## config.mk

```make
export PLATFORM = sky130hd
export DESIGN_NAME = pmr_result_bank
export DESIGN_NICKNAME = d
export VERILOG_FILES = /design/src/pmr_pkg.sv /design/src/pmr_result_bank.sv /design/src/pmr_avg_buffer.sv
export SDC_FILE = /design/constraint.sdc
export NUM_CORES = 2
export LEC_CHECK = 0
export BUFFER_PORTS_ARGS = -buffer_cell sky130_fd_sc_hd__buf_2
export CAP_MARGIN = 10
export CORE_MARGIN = 2
export CORE_UTILIZATION = 45
export CTS_CLUSTER_SIZE = 28
export DETAILED_ROUTE_END_ITERATION = 8
export SYNTH_ARGS = -nofsm -noshare
export SYNTH_HDL_FRONTEND = slang
export SYNTH_HIERARCHICAL = 1
export SYNTH_SLANG_ARGS = --single-unit
```

## constraint.sdc

```tcl
create_clock -name ref_clk -period 30.1 [get_ports ref_clk]
set_input_delay 0 -clock ref_clk [delete_from_list [all_inputs] [get_ports ref_clk]]
set_output_delay 0 -clock ref_clk [all_outputs]
set_load 0.01 [all_outputs]
```

## src/pmr_pkg.sv

```systemverilog
// shared constants of the power monitor result bank
package pmr_pkg;

    // register offsets on the result read port
    localparam logic [7:0] PMR_OFS_ENERGY_ACC  = 8'h03;
    localparam logic [7:0] PMR_OFS_BUS_SAMPLE  = 8'h04;
    localparam logic [7:0] PMR_OFS_SENSE_SAMPLE = 8'h05;
    localparam logic [7:0] PMR_OFS_BUS_MEAN    = 8'h06;
    localparam logic [7:0] PMR_OFS_SENSE_MEAN  = 8'h07;
    localparam logic [7:0] PMR_OFS_POWER       = 8'h08;
    localparam logic [7:0] PMR_OFS_BUS_MIN     = 8'h09;
    localparam logic [7:0] PMR_OFS_BUS_MAX     = 8'h0A;
    localparam logic [7:0] PMR_OFS_SENSE_MIN   = 8'h0B;

    // result widths
    localparam int PMR_VOLT_W  = 16;
    localparam int PMR_POWER_W = 32;
    localparam int PMR_ACC_W   = 56;

    // reset values
    localparam logic [15:0] PMR_VOLT_RST  = 16'h0000;
    localparam logic [31:0] PMR_POWER_RST = 32'h0000_0000;
    localparam logic [55:0] PMR_ACC_RST   = 56'h00_0000_0000_0000;

    // accumulated quantity selection
    typedef enum logic [1:0] {
        PMR_SRC_POWER = 2'h0,
        PMR_SRC_BUS   = 2'h1,
        PMR_SRC_SENSE = 2'h2,
        PMR_SRC_RSVD  = 2'h3
    } pmr_src_type;

endpackage

```

## src/pmr_result_bank.sv

```systemverilog
// result register bank of a single-channel power monitor
//
// Overview of operation
// - accumulate power by default, else bus or sense
// - accumulator 56 bits, signed when its source is bipolar (power: either input)
// - refresh clears accumulator, retain keeps it
// - changed source after retain mixes old sums
// - voltage addends 16 bits, power addends 32
// - power signed inside, unsigned when both unipolar
// - accumulator never adds negative contributions in unipolar
// - bus sample latest, never cleared by refresh
// - sense sample latest, never cleared by refresh
// - bus rolling mean, never cleared by refresh
// - sense rolling mean, never cleared by refresh
// - single read of unfilled mean gets nack
// - bulk read returns unfilled mean without nack
// - power product 32 bits feeds the accumulator
// - power product never cleared by refresh
// - bus minimum from single conversions
// - bus maximum from single conversions
// - sense minimum from single conversions
// - refresh clears min/max, retain keeps them
// - power uses wider operands than reported voltages
// - any refresh moves accumulator to readable copy
module pmr_result_bank
    import pmr_pkg::*;
#(
    parameter int RAW_W     = 20,
    parameter int AVG_DEPTH = 8
) (
    // clock and reset
    input  wire logic              ref_clk,
    input  wire logic              rst,
    // conversion results from the converter
    input  wire logic              conv_valid,
    input  wire logic [RAW_W-1:0]  conv_bus,
    input  wire logic [RAW_W-1:0]  conv_sense,
    // active configuration
    input  wire logic              bus_bipolar,
    input  wire logic              sense_bipolar,
    input  wire logic [1:0]        accumulate_source_select,
    // refresh commands
    input  wire logic              refresh,
    input  wire logic              refresh_retain,
    // register read port
    input  wire logic              rd_req,
    input  wire logic [7:0]        rd_addr,
    input  wire logic              rd_bulk,
    output logic                   rd_ack,
    output logic                   rd_nack,
    output logic [PMR_ACC_W-1:0]   rd_data
);

    // derived widths; a depth that is not a power of two skews the mean
    localparam int LOG_D  = $clog2(AVG_DEPTH);
    localparam int SUM_W  = PMR_VOLT_W + LOG_D + 1;
    localparam int PROD_W = 2 * RAW_W + 2;
    localparam int PTOP   = 2 * RAW_W - 1;

    // widen a 16-bit result for the running sums
    // unipolar codes are zero-extended, bipolar ones sign-extended
    function automatic logic [SUM_W-1:0] widen(input logic [15:0] v,
                                               input logic bip);
        widen = bip ? {{(SUM_W-16){v[15]}}, v} : {{(SUM_W-16){1'b0}}, v};
    endfunction

    // compare two results in the active format
    // bipolar results compare signed, unipolar ones unsigned
    function automatic logic below(input logic [15:0] a,
                                   input logic [15:0] b,
                                   input logic bip);
        below = bip ? ($signed(a) < $signed(b)) : (a < b);
    endfunction

    // conversion pipeline
    // one conversion takes two edges from strobe to result
    logic [RAW_W-1:0]        bus_raw_q;     // captured bus operand
    logic [RAW_W-1:0]        sense_raw_q;   // captured sense operand
    logic                    stage_q;       // second pipeline step
    logic [LOG_D-1:0]        ptr_q;         // history write slot
    logic [LOG_D:0]          fill_q;        // samples in history
    logic                    avg_full;      // history holds a valid mean
    logic [31:0]             old_pair;      // oldest bus/sense pair
    logic                    mean_refused;  // single read of unfilled mean

    // result registers
    logic [15:0]             bus_sample_q;
    logic [15:0]             sense_sample_q;
    logic [SUM_W-1:0]        bus_sum_q;
    logic [SUM_W-1:0]        sense_sum_q;
    logic [SUM_W-1:0]        bus_sum_d;
    logic [SUM_W-1:0]        sense_sum_d;
    logic [15:0]             bus_mean_q;
    logic [15:0]             sense_mean_q;
    logic [31:0]             power_q;
    logic [15:0]             bus_min_q;
    logic [15:0]             bus_max_q;
    logic [15:0]             sense_min_q;
    logic                    mm_empty_q;    // min/max awaiting first load
    logic [PMR_ACC_W-1:0]    acc_q;         // running accumulator
    logic [PMR_ACC_W-1:0]    acc_rd_q;      // readable copy

    // arithmetic of the second step
    // wide operands keep the power finer than the reported voltages
    logic [15:0]             bus16;
    logic [15:0]             sense16;
    logic signed [RAW_W:0]   bus_op;
    logic signed [RAW_W:0]   sense_op;
    logic signed [PROD_W-1:0] prod;
    logic [31:0]             prod32;
    logic                    any_bip;
    logic [PMR_ACC_W-1:0]    addend;

    // the mean only counts as valid once every slot holds a sample;
    // refresh leaves the window alone, so a valid mean stays valid
    assign avg_full = (fill_q == (LOG_D+1)'(AVG_DEPTH));

    // a single read of a mean is refused until the window is full
    assign mean_refused = !rd_bulk && !avg_full;

    // sample history, shared by both channels; one word holds a pair,
    // so a single read fetches both samples that leave the window
    pmr_avg_buffer #(
        .WIDTH (32),
        .DEPTH (AVG_DEPTH)
    ) u_hist (
        .ref_clk (ref_clk),
        .wr_en   (stage_q),
        .wr_addr (ptr_q),
        .wr_data ({bus16, sense16}),
        .rd_en   (conv_valid),
        .rd_addr (ptr_q),
        .rd_data (old_pair)
    );

    // first step: capture operands while the oldest pair is fetched
    // operands hold between conversions, so the results stay still
    always_ff @(posedge ref_clk) begin
        if (rst) begin
            bus_raw_q   <= '0;
            sense_raw_q <= '0;
            stage_q     <= 1'b0;
        end else begin
            stage_q <= conv_valid;
            if (conv_valid) begin
                bus_raw_q   <= conv_bus;
                sense_raw_q <= conv_sense;
            end
        end
    end

    // history pointer and fill level; never touched by refresh
    // the fill level stops at the depth and never wraps
    always_ff @(posedge ref_clk) begin
        if (rst) begin
            ptr_q  <= '0;
            fill_q <= '0;
        end else if (stage_q) begin
            ptr_q <= ptr_q + 1'b1;
            if (!avg_full) begin
                fill_q <= fill_q + 1'b1;
            end
        end
    end

    // reported voltages keep only the top bits of the wide operands
    assign bus16   = bus_raw_q[RAW_W-1 -: 16];
    assign sense16 = sense_raw_q[RAW_W-1 -: 16];
    assign any_bip = bus_bipolar | sense_bipolar;

    // power is always a signed product of the full-width operands
    // a unipolar operand gets a zero sign bit and can never go negative
    always_comb begin
        bus_op   = $signed({bus_bipolar & bus_raw_q[RAW_W-1], bus_raw_q});
        sense_op = $signed({sense_bipolar & sense_raw_q[RAW_W-1],
                            sense_raw_q});
        prod     = PROD_W'(bus_op * sense_op);
        prod32   = prod[PTOP -: 32];
    end

    // addend selection; reserved code falls back to power
    // voltage addends are 16 bits wide, power addends 32
    always_comb begin
        case (pmr_src_type'(accumulate_source_select))
            PMR_SRC_BUS: begin
                addend = bus_bipolar ? {{40{bus16[15]}}, bus16}
                                     : {40'h00_0000_0000, bus16};
            end
            PMR_SRC_SENSE: begin
                addend = sense_bipolar ? {{40{sense16[15]}}, sense16}
                                       : {40'h00_0000_0000, sense16};
            end
            default: begin
                // a negative product is still summed signed
                addend = {{24{any_bip ? prod32[31] : prod[PROD_W-1]}},
                          prod32};
            end
        endcase
    end

    // latest samples and power, untouched by refresh
    // with both inputs unipolar the product cannot be negative; the zero
    // guard only matters if the operand widths are ever changed
    always_ff @(posedge ref_clk) begin
        if (rst) begin
            bus_sample_q   <= PMR_VOLT_RST;
            sense_sample_q <= PMR_VOLT_RST;
            power_q        <= PMR_POWER_RST;
        end else if (stage_q) begin
            bus_sample_q   <= bus16;
            sense_sample_q <= sense16;
            // unipolar power never shows a negative code
            if (!any_bip && prod[PROD_W-1]) begin
                power_q <= PMR_POWER_RST;
            end else begin
                power_q <= prod32;
            end
        end
    end

    // running sums: add newest, drop oldest once history is full
    // while filling nothing leaves the window, so the mean ramps up
    always_comb begin
        bus_sum_d   = bus_sum_q + widen(bus16, bus_bipolar);
        sense_sum_d = sense_sum_q + widen(sense16, sense_bipolar);
        if (avg_full) begin
            bus_sum_d   = bus_sum_d - widen(old_pair[31:16], bus_bipolar);
            sense_sum_d = sense_sum_d - widen(old_pair[15:0], sense_bipolar);
        end
    end

    // rolling means; refresh has no effect here
    // the division by the depth is a plain slice of the sum
    always_ff @(posedge ref_clk) begin
        if (rst) begin
            bus_sum_q    <= '0;
            sense_sum_q  <= '0;
            bus_mean_q   <= PMR_VOLT_RST;
            sense_mean_q <= PMR_VOLT_RST;
        end else if (stage_q) begin
            bus_sum_q    <= bus_sum_d;
            sense_sum_q  <= sense_sum_d;
            bus_mean_q   <= bus_sum_d[LOG_D +: 16];
            sense_mean_q <= sense_sum_d[LOG_D +: 16];
        end
    end

    // min/max tracking; a conversion in the refresh cycle still loads
    // the empty flag makes the first result load instead of compare
    always_ff @(posedge ref_clk) begin
        if (rst) begin
            bus_min_q   <= PMR_VOLT_RST;
            bus_max_q   <= PMR_VOLT_RST;
            sense_min_q <= PMR_VOLT_RST;
            mm_empty_q  <= 1'b1;
        end else if (stage_q && (mm_empty_q || refresh)) begin
            bus_min_q   <= bus16;
            bus_max_q   <= bus16;
            sense_min_q <= sense16;
            mm_empty_q  <= 1'b0;
        end else if (refresh) begin
            // zero until the next conversion reloads them
            bus_min_q   <= PMR_VOLT_RST;
            bus_max_q   <= PMR_VOLT_RST;
            sense_min_q <= PMR_VOLT_RST;
            mm_empty_q  <= 1'b1;
        end else if (stage_q) begin
            if (below(bus16, bus_min_q, bus_bipolar)) begin
                bus_min_q <= bus16;
            end
            if (below(bus_max_q, bus16, bus_bipolar)) begin
                bus_max_q <= bus16;
            end
            if (below(sense16, sense_min_q, sense_bipolar)) begin
                sense_min_q <= sense16;
            end
        end
    end

    // accumulator; the readable copy changes only on a refresh
    // no overflow flag here: the alert logic lives outside this bank
    always_ff @(posedge ref_clk) begin
        if (rst) begin
            acc_q    <= PMR_ACC_RST;
            acc_rd_q <= PMR_ACC_RST;
        end else begin
            if (refresh || refresh_retain) begin
                acc_rd_q <= acc_q;
            end
            if (refresh) begin
                // a sample in the refresh cycle opens the new period
                acc_q <= stage_q ? addend : PMR_ACC_RST;
            end else if (stage_q) begin
                // wraps modulo 2^56, two's complement when signed
                acc_q <= acc_q + addend;
            end
        end
    end

    // read port: answer one cycle after the request
    // data clear on every request, so a refused read shows zero
    always_ff @(posedge ref_clk) begin
        if (rst) begin
            rd_ack  <= 1'b0;
            rd_nack <= 1'b0;
            rd_data <= PMR_ACC_RST;
        end else begin
            rd_ack  <= 1'b0;
            rd_nack <= 1'b0;
            if (rd_req) begin
                rd_ack  <= 1'b1;
                rd_data <= PMR_ACC_RST;
                case (rd_addr)
                    // only the accumulator fills the whole word
                    PMR_OFS_ENERGY_ACC:   rd_data <= acc_rd_q;
                    PMR_OFS_BUS_SAMPLE:   rd_data[15:0] <= bus_sample_q;
                    PMR_OFS_SENSE_SAMPLE: rd_data[15:0] <= sense_sample_q;
                    PMR_OFS_BUS_MEAN, PMR_OFS_SENSE_MEAN: begin
                        if (mean_refused) begin
                            // refused read leaves the cleared data
                            rd_ack  <= 1'b0;
                            rd_nack <= 1'b1;
                        end else begin
                            // a bulk read shows even an unfilled mean
                            rd_data[15:0] <= (rd_addr == PMR_OFS_BUS_MEAN)
                                             ? bus_mean_q
                                             : sense_mean_q;
                        end
                    end
                    PMR_OFS_POWER:        rd_data[31:0] <= power_q;
                    PMR_OFS_BUS_MIN:      rd_data[15:0] <= bus_min_q;
                    PMR_OFS_BUS_MAX:      rd_data[15:0] <= bus_max_q;
                    PMR_OFS_SENSE_MIN:    rd_data[15:0] <= sense_min_q;
                    default: begin
                        // unmapped offset is refused
                        rd_ack  <= 1'b0;
                        rd_nack <= 1'b1;
                    end
                endcase
            end
        end
    end

endmodule

```

## src/pmr_avg_buffer.sv

```systemverilog
// sample history memory for the rolling averages, registered read
module pmr_avg_buffer #(
    parameter int WIDTH = 32,
    parameter int DEPTH = 8
) (
    // clock
    input  wire logic                     ref_clk,
    // write port
    input  wire logic                     wr_en,
    input  wire logic [$clog2(DEPTH)-1:0] wr_addr,
    input  wire logic [WIDTH-1:0]         wr_data,
    // read port
    input  wire logic                     rd_en,
    input  wire logic [$clog2(DEPTH)-1:0] rd_addr,
    output logic      [WIDTH-1:0]         rd_data
);

    // storage, no reset: contents are only used once written
    logic [WIDTH-1:0] mem_q [DEPTH];

    // write side
    always_ff @(posedge ref_clk) begin
        if (wr_en) begin
            mem_q[wr_addr] <= wr_data;
        end
    end

    // read side, data one cycle after the request
    always_ff @(posedge ref_clk) begin
        if (rd_en) begin
            rd_data <= mem_q[rd_addr];
        end
    end

endmodule

```

==> out/results.txt <==
Outcome - completed
Setup CP Type - flip-flop to flip-flop
Critical Path RT - 30.63 ns
Unrepaired setup endpoints after global routing - no
Max stage delay cell, worst path - dfxtp_1
Vias/cell - 5.64
Gate Count Post-Synth - 4960
DIE AREA - 111000 um2
Clock Latency Late Sink - 0.64 ns
Most common cell in the netlist - inv_1
Worst setup EP type - flip-flop
CTS tree - built
Hpwl dp - 99.1 mm
Max-slew violation count - 0
Distinct cells, synth - 87
Post-synth EDFFs - 288
Dpl cells - 6284
Yosys warns - 6
Power Dens Cells - 47.5 nW/um2
CTS Buf Count - 68
Chip Height - 333 um
Setup bufs post-CTS - 0
Final non-filler cell total - 6459
Post-synth top area share - 0.190
Number of global-route vias before repair - 36600
Max-Cap Viols - 0
CP top delay family - adder cells
Post-cts resize count - 0
Sum of negative setup slack - 0 ns
FF-to-FF Start - bus_raw_q[12]
Static leakage - 23.0 nW
N_diodes - 0
Maximum clock insertion buffer count - 3
Drt pass-1 iters - 8
Met2 Use GR - 0.420
Final Hold Fails - 0
Crit path DAT - 12.69 ns
Hold buffers post-CTS - 50
Die X - 333 um
Mean post-synth cell area - 9.82 um2
Vias after detailed routing - 36400
Initial core utilization - 0.455
DRT iter0 DRCs - 3129
Layout cell share with drive strength beyond 1 - 0.0831
Core box area - 107000 um2
Htree depth - 3
Synthesized net count - 5766
Peak fanout along the critical path - 20
Routed Antenna Nets - 0
CP most frequent cell - fa_1
Worst VDD drop - 0.0361 mV
DRC viols - 0
CTS Sinks - 657
Fraction of registers with async set/reset - 0
Peak Freq - 0.0822 GHz
Seq/Total Area, Yosys - 0.329
Met3 Use GR - 0.0280
Tot Pwr - 2.54 mW
Most used flip-flop cell after synthesis - dfxtp_1
DP Worst Slack - 18.20 ns
Busiest layer in global routing - met2
Hold path start - rd_addr[1]
Tcrit/Tclk final - 0.404
Rel. slew slack - 0.238
Syn Std Cell Area - 48700 um2
WP buf/inv - 6
Yosys reg bits - 657
Global-route wire length before repair - 219 mm
Clk_skew - 0.0373 ns
Overall Global Routing Usage - 0.256
Top post-synthesis cells by area - fa_1, edfxtp_1, dfxtp_1, ha_1, inv_1
Least-Margin Pin Slew - 1.13 ns
Setup WS post-layout - 17.94 ns
Clock root cell - clkbuf_16
GPL Wtd Cong - 0.900
Fin nets - 5808
Gr ovfl total - 0
CP startpoint - bus_raw_q[12]
Antenna violations before repair - 2
Worst Hold Class - primary input to flip-flop
Min Hold Slack - 0.0614 ns
Area Overhead vs Synth - 9.75%
Met1 usage - 0.355
Cell row count - 120
Final wirelength - 141 mm
Post-synth top area cell - fa_1
Slowest stage delay, CP - 0.81 ns
CP Launch Type - flip-flop
Final setup viols - 0
PortBufs - 116
Largest net degree at the start of global routing - 130
WL/cell - 21.8 um
IO Pins - 117
Fillers - 9921
Synth cell count leaders - inv_1, nand2_1, fa_1
Final min period - 12.16 ns
Clock slew at reported path FFs - 0.06 ns
-- per-stage QoR --
stage,area [um2],utilization
after floorplan,48700,-
after global placement,50700,0.473
after detailed placement,50700,0.473
after CTS,53500,0.499
after global routing,53500,0.499
final,53500,0.499
-- sequential cells by signal, summed over array words and instances, names as in the netlist, 20 cells and up --
register / cells
acc_q: 56
power_q: 32
rd_data: 56
u_hist/mem_q: 256
u_hist/rd_data: 32
acc_rd_q: 56
sense_raw_q: 20
bus_raw_q: 20
-- cells in the final DEF, fill, tap and decap left out, types with 16 or more instances in the layout --
master / count
a222oi_1: 16
ha_1: 284
nor3_1: 68
dfxtp_1: 355
xnor2_1: 101
o21a_1: 24
a31oi_1: 30
nor2_1: 366
a21o_1: 79
a22oi_1: 55
buf_4: 86
buf_2: 114
and2_1: 146
a211oi_1: 23
a21oi_1: 294
o21ai_0: 111
a311oi_1: 23
mux2_2: 35
inv_1: 661
nor2b_1: 21
a22o_1: 18
nand2b_1: 25
nand2_1: 580
o211ai_1: 20
mux4_2: 24
edfxtp_1: 288
o221ai_1: 18
xor2_1: 57
o21bai_1: 19
mux2i_1: 92
clkbuf_1: 22
dlygate4sd3_1: 50
and3_1: 27
mux4_1: 40
a221oi_1: 47
fa_1: 463
clkbuf_16: 68
nand3_1: 87
-- report_power, final --
part	internal [mW]	switching, mW	total [mW]	leakage [nW]
Sequential	0.964	0.0355	0.999	5.69
Clock	0.476	0.380	0.857	1.08
Combinational	0.260	0.423	0.683	16.3
Total	1.70	0.839	2.54	23.0
-- cells by family after synthesis --
family                     Yosys count  share of synthesized area
DFF                                657                      0.329
buffers and inverters              944                     0.0740
adders and majority gates          747                      0.263
and+or+nand+nor                   1391                      0.127
muxes                              192                     0.0599
AOI/OAI and AO/OA                  871                      0.119
xor gates and xnor gates           158                     0.0284
-- tightest hold or removal path: stages --
cell,delay [ns]
buf_2,0.20
a21oi_1,0.23
nor4_1,0.18
-- path summary, 6_finish.rpt --
kind	to	slack, ns	cells past startpoint
worst min-delay path	rd_nack	0.06	3
worst max register to register	acc_q[54]	17.94	38
worst max-delay path	acc_q[54]	17.94	38
worst min register to register	acc_rd_q[42]	0.45	2
-- metal layers --
layer,wire [um],part of all wire,vias up
met5,0,0,-
met4,4590,0.033,0
met3,8770,0.062,197
met2,65600,0.47,1155
met1,61700,0.44,18300
li1,-,-,16800
-- final cells by class --
cell class                      instances  area (um2)  area share
Sequential cell                       657       16100       0.300
Multi-Input combinational cell       3359       29200       0.546
Inverter                              664        2490      0.0466
Clock inverter                         28         369     0.00690
Timing Repair Buffer                  252        1740      0.0326
Clock buffer                           96        1870      0.0349
Tap cell                             1403        1760      0.0328
Note: power is estimated with default switching activity, not from simulation.
